**config.mk**
```make
export PLATFORM = sky130hd
export DESIGN_NAME = staged_watchdog_timer
export DESIGN_NICKNAME = d
export VERILOG_FILES = /design/src/staged_watchdog_pkg.sv /design/src/staged_watchdog_timer.sv
export SDC_FILE = /design/constraint.sdc
export NUM_CORES = 1
export LEC_CHECK = 0
export ABC_AREA = 1
export BUFFER_PORTS_ARGS = -buffer_cell sky130_fd_sc_hd__buf_2
export CAP_MARGIN = 25
export CORE_MARGIN = 2
export CORE_UTILIZATION = 35
export DETAILED_ROUTE_END_ITERATION = 10
export GPL_TIMING_DRIVEN = 0
export PLACE_DENSITY = 0.59
export SLEW_MARGIN = 10
export SYNTH_ARGS = -nofsm -noshare
export SYNTH_HDL_FRONTEND = slang
export SYNTH_SLANG_ARGS = --single-unit
```
**constraint.sdc**
```tcl
create_clock -name clk_i -period 22.7 [get_ports clk_i]
set_input_delay 2.27 -clock clk_i [delete_from_list [all_inputs] [get_ports clk_i]]
set_output_delay 2.27 -clock clk_i [all_outputs]
set_load 0.02 [all_outputs]
```
**src/staged_watchdog_pkg.sv**
```systemverilog
// constants and types shared by the staged watchdog block
// What this block does
// - Three watchdogs run side by side: one main-system watchdog per timer group and one in the always-on domain.
// - Each watchdog has four stages, each with its own timeout and its own enable.
// - A main-system watchdog stage expiry raises an interrupt, a cpu reset or a core reset as configured.
// - An always-on watchdog stage expiry may also request a full system reset.
// - While write protection is on, configuration writes leave the configuration unchanged.
// - During flash boot the always-on watchdog and the timer group zero watchdog arm themselves.
// - If flash boot does not finish in the protection interval the whole main system is rebooted.
package staged_watchdog_pkg;
    localparam int unsigned NUM_WDT    = 3;
    localparam int unsigned NUM_STAGES = 4;
    localparam int unsigned CNT_W      = 32;
    localparam int unsigned IDX_TG0    = 0;
    localparam int unsigned IDX_TG1    = 1;
    localparam int unsigned IDX_RTC    = 2;
    // boot protection interval in microseconds and its cycle count
    localparam int unsigned BOOT_PROT_US = 100000;
    localparam int unsigned CLK_MHZ      = 100;
    localparam logic [CNT_W-1:0] BOOT_PROT_CYC =
        CNT_W'(BOOT_PROT_US * CLK_MHZ);
    localparam logic [CNT_W-1:0] CNT_RST = 32'h0000_0000;
    localparam logic [1:0]       STG_RST = 2'h0;

    typedef enum logic [2:0] {
        ACT_OFF, ACT_INTR, ACT_CPU_RST, ACT_CORE_RST, ACT_SYS_RST
    } wdt_action_t;

    typedef struct packed {
        logic                          en;
        logic [NUM_STAGES-1:0]         stage_en;
        wdt_action_t [NUM_STAGES-1:0]  action;
        logic [NUM_STAGES-1:0][CNT_W-1:0] timeout;
    } wdt_cfg_t;

    typedef struct packed {
        logic intr;
        logic cpu_rst;
        logic core_rst;
        logic sys_rst;
    } wdt_evt_t;
endpackage

```
**src/staged_watchdog_timer.sv**
```systemverilog
// three four-stage watchdogs with write protection and boot arming
`timescale 1ns/1ps
`default_nettype none
module staged_watchdog_timer #(
    parameter logic [31:0] BOOT_PROT_CYC = staged_watchdog_pkg::BOOT_PROT_CYC
) (
    // clock and reset
    input  wire logic                         clk_i,
    input  wire logic                         nrst_i,
    // configuration port, one slot per watchdog
    input  wire logic [2:0]                   cfg_we_i,
    input  wire staged_watchdog_pkg::wdt_cfg_t [2:0] cfg_i,
    input  wire logic [2:0]                   wprot_i,
    input  wire logic [2:0]                   feed_i,
    // boot status pins
    input  wire logic                         flash_boot_i,
    input  wire logic                         boot_done_i,
    // events and status
    output wire staged_watchdog_pkg::wdt_evt_t [2:0] evt_o,
    output wire logic [2:0][1:0]              stage_o,
    output wire logic [2:0][31:0]             count_o
);
    logic       rst_s1_q;
    logic       rst_n;
    logic [1:0] boot_s1_q;
    logic [1:0] boot_s2_q;
    wire        boot_active = boot_s2_q[0];
    wire        boot_done   = boot_s2_q[1];

    always_ff @(posedge clk_i or negedge nrst_i) begin
        if (!nrst_i) begin
            rst_s1_q <= 1'b0;
            rst_n    <= 1'b0;
        end else begin
            rst_s1_q <= 1'b1;
            rst_n    <= rst_s1_q;
        end
    end

    // boot pins come from outside the clock domain
    always_ff @(posedge clk_i or negedge rst_n) begin
        if (!rst_n) begin
            boot_s1_q <= 2'h0;
            boot_s2_q <= 2'h0;
        end else begin
            boot_s1_q <= {boot_done_i, flash_boot_i};
            boot_s2_q <= boot_s1_q;
        end
    end

    // boot protection: a long action-reset stage armed by hardware
    logic [31:0] boot_cnt_q;
    logic        boot_armed_q;
    logic        boot_fire_q;
    wire         boot_expire = boot_armed_q && (boot_cnt_q >= BOOT_PROT_CYC);
    always_ff @(posedge clk_i or negedge rst_n) begin
        if (!rst_n) begin
            boot_cnt_q   <= staged_watchdog_pkg::CNT_RST;
            boot_armed_q <= 1'b0;
            boot_fire_q  <= 1'b0;
        end else begin
            boot_fire_q <= boot_expire;
            if (boot_done || boot_expire) begin
                boot_armed_q <= 1'b0;
                boot_cnt_q   <= staged_watchdog_pkg::CNT_RST;
            end else if (boot_active) begin
                boot_armed_q <= 1'b1;
                boot_cnt_q   <= boot_cnt_q + 32'h0000_0001;
            end
        end
    end

    genvar g;
    generate
        for (g = 0; g < 3; g++) begin : gen_wdt
            staged_watchdog_pkg::wdt_cfg_t cfg_q;
            logic [31:0] cnt_q;
            logic [1:0]  stg_q;
            staged_watchdog_pkg::wdt_evt_t evt_q;
            localparam bit IS_RTC = (g == staged_watchdog_pkg::IDX_RTC);
            localparam bit BOOT_ARM = (g != staged_watchdog_pkg::IDX_TG1);
            // write accepted only while unprotected
            wire cfg_take = cfg_we_i[g] && !wprot_i[g];
            wire running  = cfg_q.en || (BOOT_ARM && boot_armed_q);
            wire stg_on   = cfg_q.stage_en[stg_q];
            wire expire   = running && stg_on &&
                            (cnt_q >= cfg_q.timeout[stg_q]);
            // disabled stages are skipped without counting
            wire skip     = running && !stg_on;
            staged_watchdog_pkg::wdt_action_t act;
            assign act = cfg_q.action[stg_q];
            wire hit = expire && !feed_i[g];

            always_ff @(posedge clk_i or negedge rst_n) begin
                if (!rst_n) begin
                    cfg_q <= '0;
                    cnt_q <= staged_watchdog_pkg::CNT_RST;
                    stg_q <= staged_watchdog_pkg::STG_RST;
                    evt_q <= '0;
                end else begin
                    if (cfg_take) begin
                        cfg_q <= cfg_i[g];
                    end
                    evt_q.intr     <= hit &&
                        act == staged_watchdog_pkg::ACT_INTR;
                    evt_q.cpu_rst  <= hit &&
                        act == staged_watchdog_pkg::ACT_CPU_RST;
                    evt_q.core_rst <= (hit &&
                        act == staged_watchdog_pkg::ACT_CORE_RST);
                    evt_q.sys_rst  <= (IS_RTC && hit &&
                        act == staged_watchdog_pkg::ACT_SYS_RST) ||
                        (IS_RTC && boot_fire_q);
                    if (feed_i[g] || !running) begin
                        cnt_q <= staged_watchdog_pkg::CNT_RST;
                        stg_q <= staged_watchdog_pkg::STG_RST;
                    end else if (expire || skip) begin
                        cnt_q <= staged_watchdog_pkg::CNT_RST;
                        stg_q <= stg_q + 2'h1;
                    end else begin
                        cnt_q <= cnt_q + 32'h0000_0001;
                    end
                end
            end
            assign evt_o[g]   = evt_q;
            assign stage_o[g] = stg_q;
            assign count_o[g] = cnt_q;
        end
    endgenerate
endmodule
`default_nettype wire

```
## Word-level counts from Yosys, hierarchy flattened

Cells that the tools add are included.

- Register bits after elaboration: 587
- Input port bits: 448
- Output and inout port bits: 114
- Word-level logic and storage cells: 163

- $add $sub $neg: 7
- Order comparisons: 7
- Equal/unequal tests: 10
- Mux-type cells: 34
- Reductions and logical operators: 52

Operators with widths:

| operator | number |
|---|---|
| $mux W32 | 11 |
| $bmux W32 S2 | 3 |
| $add A32 B1 Y32 const B | 4 |
| $ge A32 B32 Y1 | 3 |
| $ge A32 B24 Y1 const B | 1 |
| $logic_and A1 B1 Y1 | 26 |
| $bmux W3 S2 | 3 |
| $eq A3 B2 Y1 const B | 6 |
| $logic_not A1 Y1 | 12 |
| $mux W2 | 6 |
| $logic_or A1 B1 Y1 | 10 |
| $eq A3 B1 Y1 const B | 3 |
| $lt A2 B3 Y1 const B | 3 |
| $mux W3 | 3 |
| $reduce_bool A2 Y1 | 4 |
| $add A2 B1 Y2 const B | 3 |
| $bmux W1 S2 | 3 |
| $mux W1 | 5 |
| $eq A3 B3 Y1 const B | 1 |

## Depth between registers and ports, before layout

Gate-level depths: netlist of the first run.

- Depth after elaboration: 7
- Mapped depth: 19
- Depth with buffers taken out: 17

## Worst setup path before layout of the first run

OpenSTA, ideal clock, no wires.

- Path kind: in2reg
- From: input wprot_i[0]
- To: register gen_wdt[0].cfg_q[0] (netlist name)
- Library setup time: 0.125 ns
- Arrival: 3.220 ns
- Required time: 22.575 ns
- Setup slack: 19.355 ns
- Stages: 5
- Buffers on the path: 2
- Cells stage by stage: inv_1 > nand2_1 > buf_2 > buf_2 > mux2_2

- Cells in the longest elaborated chain, start to end: 2

RTL lines:

| item | RTL line | text |
|---|---|---|
| start: declaration | staged_watchdog_timer.sv:13 | `input wire logic [2:0] wprot_i,` |
| $logic_not A1 Y1 | staged_watchdog_timer.sv:83 | `wire cfg_take = cfg_we_i[g] && !wprot_i[g];` |
| $logic_and A1 B1 Y1 | staged_watchdog_timer.sv:83 |  |
| end signal: assignment | staged_watchdog_timer.sv:102 | `cfg_q <= cfg_i[g];` |
| end: declaration | staged_watchdog_timer.sv:76 | `staged_watchdog_pkg::wdt_cfg_t cfg_q;` |

Every way passes these cells.
A chain may end at the register's enable or synchronous reset.

## Worst setup path after layout of the first run

- From: register gen_wdt[0].stg_q[1]
- To: register gen_wdt[0].cnt_q[4]

- Cells in the longest elaborated chain, start to end: 7
- Elaborated cells on any way between the ends: 12
- Classes of those cells: 1 x order compare; 6 x mux; 5 x reduce/logical

RTL lines:

| item | RTL line | text |
|---|---|---|
| start: declaration | staged_watchdog_timer.sv:78 | `logic [1:0] stg_q;` |
| start signal: assignment | staged_watchdog_timer.sv:98 | `stg_q <= staged_watchdog_pkg::STG_RST;` |
| start signal: assignment | staged_watchdog_timer.sv:115 | `stg_q <= staged_watchdog_pkg::STG_RST;` |
| start signal: assignment | staged_watchdog_timer.sv:118 | `stg_q <= stg_q + 2'h1;` |
| $bmux W32 S2 / $bmux W1 S2 (equally long branches) | staged_watchdog_timer.sv:87, staged_watchdog_timer.sv:85 |  |
| $mux W32 (not written as such) / $mux W1 (equally long branches) | staged_watchdog_timer.sv:87, staged_watchdog_timer.sv:85 |  |
| $ge A32 B32 Y1, or another cell as far along | staged_watchdog_timer.sv:87 | `(cnt_q >= cfg_q.timeout[stg_q]);` |
| $logic_and A1 B1 Y1, on equally long branches | staged_watchdog_timer.sv:86, staged_watchdog_timer.sv:89 |  |
| $logic_or A1 B1 Y1 (*) | staged_watchdog_timer.sv:116 | `end else if (expire \|\| skip) begin` |
| $mux W32 (*) | staged_watchdog_timer.sv:116 |  |
| $mux W32 (*) | staged_watchdog_timer.sv:113 | `if (feed_i[g] \|\| !running) begin` |
| end signal: assignment | staged_watchdog_timer.sv:114 | `cnt_q <= staged_watchdog_pkg::CNT_RST;` |
| end signal: assignment | staged_watchdog_timer.sv:117 | `cnt_q <= staged_watchdog_pkg::CNT_RST;` |
| end signal: assignment | staged_watchdog_timer.sv:120 | `cnt_q <= cnt_q + 32'h0000_0001;` |
| end: declaration | staged_watchdog_timer.sv:77 | `logic [31:0] cnt_q;` |

Mark *: on every way between the ends. The rest lies on a longest branch, timed or not. The select of a mux whose other input is x is not followed.

==> results of run 1 <==
synthesized netlist by cell type (4+ instances only):
master,instances
nand2_1,607
dfrtp_1,587
mux2_2,435
nor2_1,262
a21oi_1,153
inv_1,145
ha_1,101
a32o_1,95
nand3_1,70
nor3_1,61
xor2_1,61
buf_2,60
nand4_1,51
clkbuf_1,44
xnor2_1,33
o21ai_0,32
buf_1,13
nor4_1,12
nor2_2,11
buf_6,8
nor3_2,7
o22ai_1,7
buf_4,6
inv_2,5
a32oi_1,4
power by group through the flow:
stage,clock network (mW),registers [mW],logic (mW)
floorplan,0,1.25,0.396
global placement,0,1.27,0.597
detailed placement,0,1.25,0.634
CTS,1.13,1.24,0.636
global route,1.17,1.25,0.697
finish,1.10,1.24,0.632
state kept, by name, indices dropped and copies added (netlist names):
signal and flops:
rst_s1_q 1, gen_wdt.stg_q 6, boot_armed_q 1, evt_o 10, gen_wdt.cnt_q 96, gen_wdt.running 1, boot_s2_q 2, boot_cnt_q 32
gen_wdt.cfg_q 434, boot_s1_q 2, rst_n 1, boot_fire_q 1
metal layers:
layer | up-vias | share of wire (%) | track usage [%]
li1 | 11310 | - | -
met1 | 11940 | 43 | 29.43
met2 | 705 | 47 | 37.10
met3 | 175 | 7.3 | 6.195
met4 | 28 | 2.9 | 7.614
met5 | - | 0.20 | 0
final cells by class:
class                      instances  area (um2)
antenna                           21       52.55
clock buffer                     104        2023
tap                             1134        1419
inverter                         154       580.6
fill                            8308       47380
clock inverter                    16       157.7
buffer                           131       649.4
sequential                       587       14690
timing repair buffer             570        3085
multi-input combinational       2046       13780
per-stage QoR:
step	worst slack, ns	total power, mW
finish	18.74	2.971
global route	18.46	3.116
CTS	18.72	2.999
detailed placement	18.60	1.887
global placement	-2.756	1.871
floorplan	5.127	1.643
worst max-delay path by stage:
stage	startpoint	end	cells after the start
3_5_place_dp	cfg_we_i[1]	gen_wdt[1].cfg_q[7]$_DFFE_PN0P_	5
2_1_floorplan	rst_n$_DFF_PN0_	boot_armed_q$_DFFE_PN0P_	0
4_1_cts	gen_wdt[0].stg_q[1]$_DFFE_PN0P_	gen_wdt[0].cnt_q[13]$_DFF_PN0_	13
6_report	gen_wdt[0].stg_q[1]$_DFFE_PN0P_	gen_wdt[0].cnt_q[4]$_DFF_PN0_	13
3_3_place_gp	rst_n$_DFF_PN0_	gen_wdt[2].cfg_q[48]$_DFFE_PN0P_	0
5_1_grt	gen_wdt[1].stg_q[0]$_DFFE_PN0P_	evt_o[6]$_DFF_PN0_	18
logic make-up (layout without fill, tap and decap cells):
kind of cell	count (synthesis)	after routing	synth area share, %
and+or+nand+nor	1104	1104	15.78
DFF	587	587	49.46
muxes	435	435	16.49
AOI/OAI and AO/OA	309	309	7.065
buffers and inverters	285	975	4.142
adders and majority gates	101	101	4.255
xor gates and xnor gates	94	94	2.772
other	2	24	0.02529
placed cells by master, fill, tap and decap left out, types with 8 or more instances in the layout:
master and count:
a21oi_1 153, a32o_1 95, buf_1 13, buf_16 9, buf_2 619, buf_6 8, clkbuf_1 67, clkbuf_16 73
clkbuf_8 8, dfrtp_1 586, diode_2 21, ha_1 101, inv_1 145, mux2_2 435, nand2_1 607, nand3_1 70
nand4_1 51, nor2_1 262, nor2_2 11, nor3_1 61, nor4_1 12, o21ai_0 32, xnor2_1 33, xor2_1 61
==> reports/results.ini, run 1 <==
[status]
status = finished, final reports clean

[critical_path]
cpPeakStageDelay_ns = 0.70
r2r_start = gen_wdt[0].stg_q[1]$_DFFE_PN0P_
critPathSlowestCell = buf_1
cp_max_fo = 10
cp-end-kind = flip-flop
cp_num_buf_inv = 4
cp_top_family = buffers and inverters
r2r.worst_path.cells = 13
cp.arrival_ns = 4.44
r2r_setup_slack_ns = 18.74
cp_cell_sequence = inv_1, buf_2, buf_1, a21oi_1, a32o_1, ha_1, nand4_1, nor3_1, and3_1, nand2_1, nand3_2, buf_4, nor2_1
required_ns = 23.19
worstSetupStartpointType = flip-flop
criticalPathCategory = flip-flop to flip-flop
reg2reg_to = gen_wdt[0].cnt_q[4]$_DFF_PN0_

[clocking]
numCtsBuffers = 72
htree_levels = 3
path_clk_slew_ns = 0.06
hold_buffers = 0
clockBufferDepth = 3
post_cts_buffers = 0
cts_tree = built
root_buffer = clkbuf_16
clkSinkCount = 587
clk_latency_ns = 0.63
cts_resized = 0

[power_and_ir_drop]
p_int_mw = 2.076
peakVddDrop_mv = 0.06428
seqPwrFrac_pct = 41.7
combinationalPowerShare_pct = 21.3
p_sw_share_pct = 30.14
power_density_mw_per_mm2 = 81.54
leakagePower_nw = 16.92
power.share.clock_pct = 37.1
power_switching_mw = 0.8955

[global_routing]
grt_pass1_wl_mm = 149.2
overflow = 0
antenna_found_initial = 36
grt_pass1_vias = 24070
grt_max_degree = 60
grt_usage_pct = 22.84

[floorplanning]
num_rows = 106
initial_core_util_pct = 35.43
die-width_um = 295.3
io_pins = 562
die_y_um = 295.3
core_area_mm2 = 0.08382
die-area_mm2 = 0.08720

[logic_synthesis]
ys_async_sr_fraction_pct = 100.0
synthDistinctLibCells = 50
synthTopCellsByArea = dfrtp_1 (49%), mux2_2 (16%), nand2_1 (7.7%)
synth-edff-count = 0
synthFlopType = dfrtp_1
syn-instance-count = 2917
yosysWarnings = 0
yosysSeqAreaShare_pct = 49.46
synth_top_cell_by_area = dfrtp_1
synth_area_mm2 = 0.02970
synth_top_area_share_pct = 49.46
synth_area_per_cell_um2 = 10.18
ys_seq_elements = 587

[detailed_routing]
post_drt_wl_per_cell_um = 21.21
first_iter_violations = 1538
ant_nets = 0
first_pass_iters = 8
wirelength_mm = 101.0
vias = 24160
via_per_inst = 5.073
drc_errors = 0

[layout]
nets = 4111
syn2layout_area_growth_pct = 22.71
finalNonFillerCells = 4763
drive_gt1_share_pct = 33.79
post-route-util_pct = 43.48
final_area_mm2 = 0.03644

[sta]
slew_violations = 0
fmax_ghz = 0.2528
fin_tns_setup_ns = 0
tightest_slew_ns = 0.9505
timing.final.crit_period_ns = 3.956
period_share_pct = 17.43
fin_skew_ns = 0.03159
final_hold_viol_count = 0
whs_ns = 0.2723
rsz0062_at_grt = no
slew_headroom_pct = 36.63
final-setup-viol-count = 0

[placement]
hpwl_mm = 78.37
placed_cells = 4622
placed_area_mm2 = 0.03421
routabilityCongestion = 0.9097
io_buffers = 559

[min_path]
hp-class = flip-flop to async pin

[flow_run]
cap_violations = 0

Note: power is estimated with default switching activity, not from simulation.
==> run 2, diff against run 1 <==
==> constraint.sdc (replaced) <==
create_clock -name clk_i -period 3.9 [get_ports clk_i]
set_input_delay 0.39 -clock clk_i [delete_from_list [all_inputs] [get_ports clk_i]]
set_output_delay 0.39 -clock clk_i [all_outputs]
set_load 0.02 [all_outputs]
==> run 2 against run 1 <==
Net effect: final cell count up 8.2%; design area up 11%; first-iteration DRC count down 4.0%; register-to-register slack worse by 19 ns; sequential power rose to 5.8 times the previous value; clock power rose to 6.4 times the previous value; via count up 8.1%; global-route usage up 1.1 points; sequential share of layout area down 4.2 points; combinational power rose to 6.4 times the previous value; die area unchanged; largest cell class unchanged; highest routed layer unchanged.
==> reports/results.ini, run 2 (synthesized netlist as in run 1, its figures left out) <==
[detailed_routing]
ant_nets = 0  ; unchanged
vias = 26130  ; was 24160
first_iter_violations = 1477  ; was 1538
post_drt_wl_per_cell_um = 20.61  ; was 21.21 um
drc_errors = 0  ; unchanged
via_per_inst = 5.070  ; was 5.073
first_pass_iters = 5  ; was 8
wirelength_mm = 106.2  ; was 101.0 mm

[critical_path]
criticalPathCategory = flip-flop to flip-flop  ; unchanged
r2r_setup_slack_ns = 0.17  ; was 18.74 ns
required_ns = 4.39  ; was 23.19 ns
cp_max_fo = 10  ; unchanged
cp_num_buf_inv = 4  ; unchanged
cpPeakStageDelay_ns = 0.42  ; was 0.70 ns
reg2reg_to = gen_wdt[0].cnt_q[29]$_DFF_PN0_  ; was gen_wdt[0].cnt_q[4]$_DFF_PN0_
cp_cell_sequence = buf_2, buf_2, buf_2, a21oi_1, a32o_1, ha_1, nand4_1, nor3_1, and3_1, nand2_1, nand3_2, buf_4, nor2_1  ; was inv_1, buf_2, buf_1, a21oi_1, a32o_1, ha_1, nand4_1, nor3_1, and3_1, nand2_1, nand3_2, buf_4, nor2_1
r2r.worst_path.cells = 13  ; unchanged
worstSetupStartpointType = flip-flop  ; unchanged
cp_top_family = buffers and inverters  ; unchanged
critPathSlowestCell = dfrtp_1  ; was buf_1
cp.arrival_ns = 4.22  ; was 4.44 ns
cp-end-kind = flip-flop  ; unchanged
cpMostUsedCell = buf_2
r2r_start = gen_wdt[0].stg_q[0]$_DFFE_PN0P_  ; was gen_wdt[0].stg_q[1]$_DFFE_PN0P_

[floorplanning]
core_area_mm2 = 0.08382  ; unchanged
initial_core_util_pct = 35.43  ; unchanged
die-width_um = 295.3  ; unchanged
io_pins = 562  ; unchanged
die-area_mm2 = 0.08720  ; unchanged
die_y_um = 295.3  ; unchanged
num_rows = 106  ; unchanged

[layout]
seqCellArea_mm2 = 0.01469  ; unchanged
final_area_mm2 = 0.04063  ; was 0.03644 mm2
syn2layout_area_growth_pct = 36.81  ; was 22.71%
layout_common_cells = buf_2 (619), nand2_1 (607), dfrtp_1 (586), mux2_2 (435), dlygate4sd3_1 (390)  ; was buf_2 (619), nand2_1 (607), dfrtp_1 (586), mux2_2 (435), nor2_1 (262)
final_common_cell = buf_2  ; unchanged
largest_reg_flops = 434  ; unchanged
multiInputGateArea_mm2 = 0.01378  ; unchanged
nets = 4501  ; was 4111
largest_register = gen_wdt.cfg_q  ; unchanged
post-route-util_pct = 48.47  ; was 43.48%
fillers = 7817  ; was 8308
top_regs = gen_wdt.cfg_q: 434 flops, gen_wdt.cnt_q: 96 flops, boot_cnt_q: 32 flops  ; unchanged
drive_gt1_share_pct = 31.18  ; was 33.79%

[power_and_ir_drop]
peakVddDrop_mv = 0.3204  ; was 0.06428 mV
totalPowerFinal_mw = 18.28  ; was 2.971 mW
leakagePower_nw = 18.72  ; was 16.92 nW
power_density_mw_per_mm2 = 449.8  ; was 81.54 mW/mm2

[clocking]
clockBufferDepth = 3  ; unchanged
clk_latency_ns = 0.62  ; was 0.63 ns
cts_tree = built  ; unchanged
htree_levels = 3  ; unchanged
clkSinkCount = 587  ; unchanged
numCtsBuffers = 73  ; was 72
root_buffer = clkbuf_16  ; unchanged
path_clk_slew_ns = 0.06  ; about the same
post_cts_buffers = 0  ; unchanged

[min_path]
hold_depth = 2
hp-start = cfg_i[352]
whs_endpoint = gen_wdt[2].cfg_q[62]$_DFFE_PN0P_
hp-class = input pin to flip-flop  ; was flip-flop to async pin

[placement]
place_ws_ns = -0.1352  ; was 18.60 ns
io_buffers = 559  ; unchanged
hpwl_mm = 78.29  ; was 78.37 mm
routabilityCongestion = 0.9407  ; was 0.9097
placed_area_mm2 = 0.03420  ; was 0.03421 mm2

[global_routing]
grt_util_met1_pct = 30.89  ; was 29.43%
grt_pass1_vias = 26550  ; was 24070
overflow = 0  ; unchanged
busiest_layer = met2  ; unchanged
grt_max_degree = 63  ; was 60
grt_usage_pct = 23.90  ; was 22.84%
grtUsageMet3_pct = 4.601  ; was 6.195%
met2_usage_pct = 39.87  ; was 37.10%
grt_pass1_wl_mm = 158.0  ; was 149.2 mm
antenna_found_initial = 17  ; was 36

[sta]
fin_tns_setup_ns = 0  ; unchanged
slew_violations = 0  ; unchanged
final_hold_viol_count = 0  ; unchanged
timing.final.crit_period_ns = 3.730  ; was 3.956 ns
final-setup-viol-count = 0  ; unchanged
period_share_pct = 95.63  ; was 17.43%
setup_slack_ns = 0.1704  ; was 18.74 ns
rsz0062_at_grt = no  ; unchanged
tightest_slew_ns = 0.8767  ; was 0.9505 ns
fin_skew_ns = 0.02472  ; was 0.03159 ns
fmax_ghz = 0.2681  ; was 0.2528 GHz
slew_headroom_pct = 41.55  ; was 36.63%

[status]
status = finished, final reports clean  ; unchanged

[flow_run]
cap_violations = 0  ; unchanged

-- run 2: layout make-up --
cell class,instances,share of cell area [%]
well taps,1134,3.492
multi-input cells,2046,33.92
diodes,11,0.06775
clock buffers,104,5.285
repair buffers,959,17.17
clock inverters,28,0.8284
flip-flops and latches,587,36.16
plain buffers,131,1.638
inverters,154,1.429
-- run 2: how the worst max path moves through the flow --
| stage | from | to | slack (ns) | cells after the start |
|---|---|---|---|---|
| detailed placement | gen_wdt[0].stg_q[1]$_DFFE_PN0P_ | gen_wdt[0].cnt_q[28]$_DFF_PN0_ | -0.14 | 13 |
| CTS | gen_wdt[0].stg_q[1]$_DFFE_PN0P_ | gen_wdt[0].cnt_q[29]$_DFF_PN0_ | 0.03 | 12 |
| global placement | rst_n$_DFF_PN0_ | gen_wdt[2].cfg_q[76]$_DFFE_PN0P_ | -4.47 | 0 |
| floorplan | rst_n$_DFF_PN0_ | boot_armed_q$_DFFE_PN0P_ | -1.80 | 0 |
| finish | gen_wdt[0].stg_q[0]$_DFFE_PN0P_ | gen_wdt[0].cnt_q[29]$_DFF_PN0_ | 0.17 | 13 |
| global route | gen_wdt[0].stg_q[1]$_DFFE_PN0P_ | gen_wdt[0].cnt_q[25]$_DFF_PN0_ | 0.02 | 14 |
-- run 2: timing repair --
action / CTS / global route
endpoints found under the setup margin: 30 / 100
endpoints found under the hold margin: 391 / 0
gates resized for setup: 2 / 20
hold buffers: 390 / 0
-- run 2: where the power goes --
part	leakage, nW	internal (mW)	switching (mW)
logic	10.3	1.83	2.20
clock network	1.21	4.20	2.84
registers	7.21	6.79	0.423
-- run 2: metal layers --
layer / vias up / part of all wire, %
li1: 12080 / -
met1: 12940 / 43
met2: 878 / 47
met3: 217 / 6.5
met4: 6 / 3.3
met5: - / 0.033
-- run 2: stage by stage --
step / hold slack, ns / std cells
finish: 0.03039 / 5154
global placement: 0.1763 / 4611
detailed placement: 0.1764 / 4621
global route: 0.0003118 / 5150
CTS: 0.00002293 / 5143
floorplan: 0.09441 / 2918
==> run 3, diff against run 2 <==
--- a/config.mk
+++ b/config.mk
@@ -12,7 +12,6 @@
 export CORE_UTILIZATION = 35
 export DETAILED_ROUTE_END_ITERATION = 10
 export GPL_TIMING_DRIVEN = 0
-export PLACE_DENSITY = 0.59
 export SLEW_MARGIN = 10
 export SYNTH_ARGS = -nofsm -noshare
 export SYNTH_HDL_FRONTEND = slang
==> run 3 against run 2 <==
Net effect: worst setup slack got worse by 0.0085 ns; count of clock-buffer cells in the layout decreased by 5; combinational power about the same; power is 1.9% lower; register-to-register slack about the same; global-route usage increased by 0.080 points; via count down 0.21%.
==> reports/results.ini, run 3 (synthesized netlist as in run 1, its figures left out) <==
[detailed_routing]
drc_errors = 0  ; unchanged
ant_nets = 0  ; unchanged
via_per_inst = 5.047  ; was 5.070
wirelength_mm = 106.7  ; was 106.2 mm
post_drt_wl_per_cell_um = 20.65  ; was 20.61 um
first_iter_violations = 1620  ; was 1477
vias = 26080  ; was 26130
first_pass_iters = 6  ; was 5

[power_and_ir_drop]
power_density_mw_per_mm2 = 440.7  ; was 449.8 mW/mm2
leakagePower_nw = 18.74  ; was 18.72 nW
peakVddDrop_mv = 0.3391  ; was 0.3204 mV

[global_routing]
overflow = 0  ; unchanged
antenna_found_initial = 24  ; was 17
grt_max_degree = 62  ; was 63
grt_pass1_vias = 26750  ; was 26550
grt_usage_pct = 23.98  ; was 23.90%
grt_pass1_wl_mm = 158.0  ; about the same

[critical_path]
worstSetupStartpointType = flip-flop  ; unchanged
critPathCapture = gen_wdt[0].cnt_q[8]$_DFF_PN0_  ; was gen_wdt[0].cnt_q[29]$_DFF_PN0_
r2r_setup_slack_ns = 0.16  ; was 0.17 ns
criticalPathCategory = flip-flop to flip-flop  ; unchanged
startpoint = gen_wdt[0].stg_q[0]$_DFFE_PN0P_  ; unchanged
required_ns = 4.40  ; was 4.39 ns
crit_cells = 13  ; unchanged
r2r_start = gen_wdt[0].stg_q[0]$_DFFE_PN0P_  ; unchanged
r2r.worst_path.cells = 13  ; unchanged
cp-end-kind = flip-flop  ; unchanged
cp.arrival_ns = 4.24  ; was 4.22 ns
cp_num_buf_inv = 4  ; unchanged
cp_max_fo = 10  ; unchanged
cpPeakStageDelay_ns = 0.42  ; about the same
critPathSlowestCell = dfrtp_1  ; unchanged
cp_top_family = simple AND/OR/NAND/NOR gates  ; was buffers and inverters
reg2reg_to = gen_wdt[0].cnt_q[8]$_DFF_PN0_  ; was gen_wdt[0].cnt_q[29]$_DFF_PN0_
cp_cell_sequence = buf_2, buf_2, buf_2, a21oi_1, a32o_1, ha_1, nand4_1, nor3_1, and3_1, nand2_1, nand3_2, buf_4, nor2_1  ; unchanged
cpMostUsedCell = buf_2  ; unchanged

[sta]
final_hold_viol_count = 0  ; unchanged
timing.final.crit_period_ns = 3.738  ; was 3.730 ns
fmax_ghz = 0.2675  ; was 0.2681 GHz
fin_skew_ns = 0.03013  ; was 0.02472 ns
setup_slack_ns = 0.1619  ; was 0.1704 ns
whs_ns = 0.03172  ; was 0.03039 ns
fin_tns_setup_ns = 0  ; unchanged
period_share_pct = 95.85  ; was 95.63%
slew_headroom_pct = 42.52  ; was 41.55%
tightest_slew_ns = 0.8622  ; was 0.8767 ns
slew_violations = 0  ; unchanged
rsz0062_at_grt = no  ; unchanged
final-setup-viol-count = 0  ; unchanged

[placement]
routabilityCongestion = 0.9020  ; was 0.9407
place_ws_ns = -0.03497  ; was -0.1352 ns
placed_area_mm2 = 0.03420  ; unchanged
io_buffers = 559  ; unchanged
hpwl_mm = 78.43  ; was 78.29 mm

[floorplanning]
num_rows = 106  ; unchanged
die_y_um = 295.3  ; unchanged
io_pins = 562  ; unchanged
initial_core_util_pct = 35.43  ; unchanged
die-width_um = 295.3  ; unchanged
core_area_mm2 = 0.08382  ; unchanged
die-area_mm2 = 0.08720  ; unchanged

[layout]
drive_gt1_share_pct = 31.02  ; was 31.18%
top_regs = gen_wdt.cfg_q: 434 flops, gen_wdt.cnt_q: 96 flops, boot_cnt_q: 32 flops  ; unchanged
nets = 4517  ; was 4501
largest_register = gen_wdt.cfg_q  ; unchanged
final_common_cell = buf_2  ; unchanged
layout_common_cells = buf_2 (620), nand2_1 (607), dfrtp_1 (586), mux2_2 (435), dlygate4sd3_1 (408)  ; was buf_2 (619), nand2_1 (607), dfrtp_1 (586), mux2_2 (435), dlygate4sd3_1 (390)
post-route-util_pct = 48.53  ; was 48.47%
largest_reg_flops = 434  ; unchanged
final_area_mm2 = 0.04068  ; was 0.04063 mm2
syn2layout_area_growth_pct = 36.98  ; was 36.81%

[clocking]
path_clk_slew_ns = 0.06  ; about the same
htree_levels = 3  ; unchanged
post_cts_buffers = 0  ; unchanged
cts_tree = built  ; unchanged
clkSinkCount = 587  ; unchanged
numCtsBuffers = 71  ; was 73
clockBufferDepth = 3  ; unchanged
clk_latency_ns = 0.64  ; was 0.62 ns
root_buffer = clkbuf_16  ; unchanged

[flow_run]
cap_violations = 0  ; unchanged

[status]
status = finished, final reports clean  ; unchanged

[min_path]
hp-class = input pin to flip-flop  ; unchanged

run 3: where the power goes:
| part | leakage (nW) | internal (mW) | switching [mW] |
|---|---|---|---|
| Clock | 1.15 | 3.87 | 2.83 |
| Combinational | 10.4 | 1.84 | 2.18 |
| Sequential | 7.21 | 6.79 | 0.416 |
run 3: worst register-to-register path, delay by kind of cell, from the launching register on:
family	cells	cell delay (ns)
buffers and inverters	4	1.22
adder cells (fa/ha/maj)	1	0.33
AND/OR/NAND/NOR	6	1.24
AO/OA/AOI/OAI	2	0.39
flip-flops	1	0.42
run 3: through the flow:
| step | cells | power, mW |
|---|---|---|
| global route | 5162 | 18.74 |
| detailed placement | 4621 | 10.95 |
| CTS | 5154 | 18.02 |
| finish | 5166 | 17.93 |
| floorplan | 2918 | 9.551 |
| global placement | 4611 | 10.84 |
run 3: how the worst min path moves through the flow:
| stage | from | end | slack [ns] | cells after the start |
|---|---|---|---|---|
| finish | cfg_i[216] | gen_wdt[1].cfg_q[71]$_DFFE_PN0P_ | 0.03 | 2 |
| global route | cfg_i[102] | gen_wdt[0].cfg_q[102]$_DFFE_PN0P_ | 0.006 | 2 |
| CTS | cfg_i[178] | gen_wdt[1].cfg_q[33]$_DFFE_PN0P_ | 0.001 | 2 |
| detailed placement | nrst_i | rst_s1_q$_DFF_PN0_ | 0.18 | 1 |
| global placement | nrst_i | rst_s1_q$_DFF_PN0_ | 0.18 | 1 |
| floorplan | nrst_i | rst_s1_q$_DFF_PN0_ | 0.09 | 0 |
run 3: routing by layer:
metal | wire (um) | track usage (%) | share of wire (%)
met1 | 44460 | 30.13 | 42
met2 | 50860 | 40.12 | 48
met3 | 7668 | 5.789 | 7.2
met4 | 3536 | 8.605 | 3.3
met5 | 161 | 0 | 0.15
run 3: final cells by class:
type,instances,area (um2)
Multi-Input combinational cell,2046,13780
Fill cell,7725,43140
Clock buffer,99,2022
Tap cell,1134,1419
Buffer,131,666.9
Antenna cell,12,30.03
Sequential cell,587,14690
Timing Repair Buffer,977,7157
Inverter,154,584.3
Clock inverter,26,326.6
run 3: repair_timing:
item / 4_1_cts / 5_1_grt
gates resized for setup: 1 / 27
endpoints found under the setup margin: 30 / 99
hold endpoints to repair: 409 / 0
hold buffers: 408 / 0
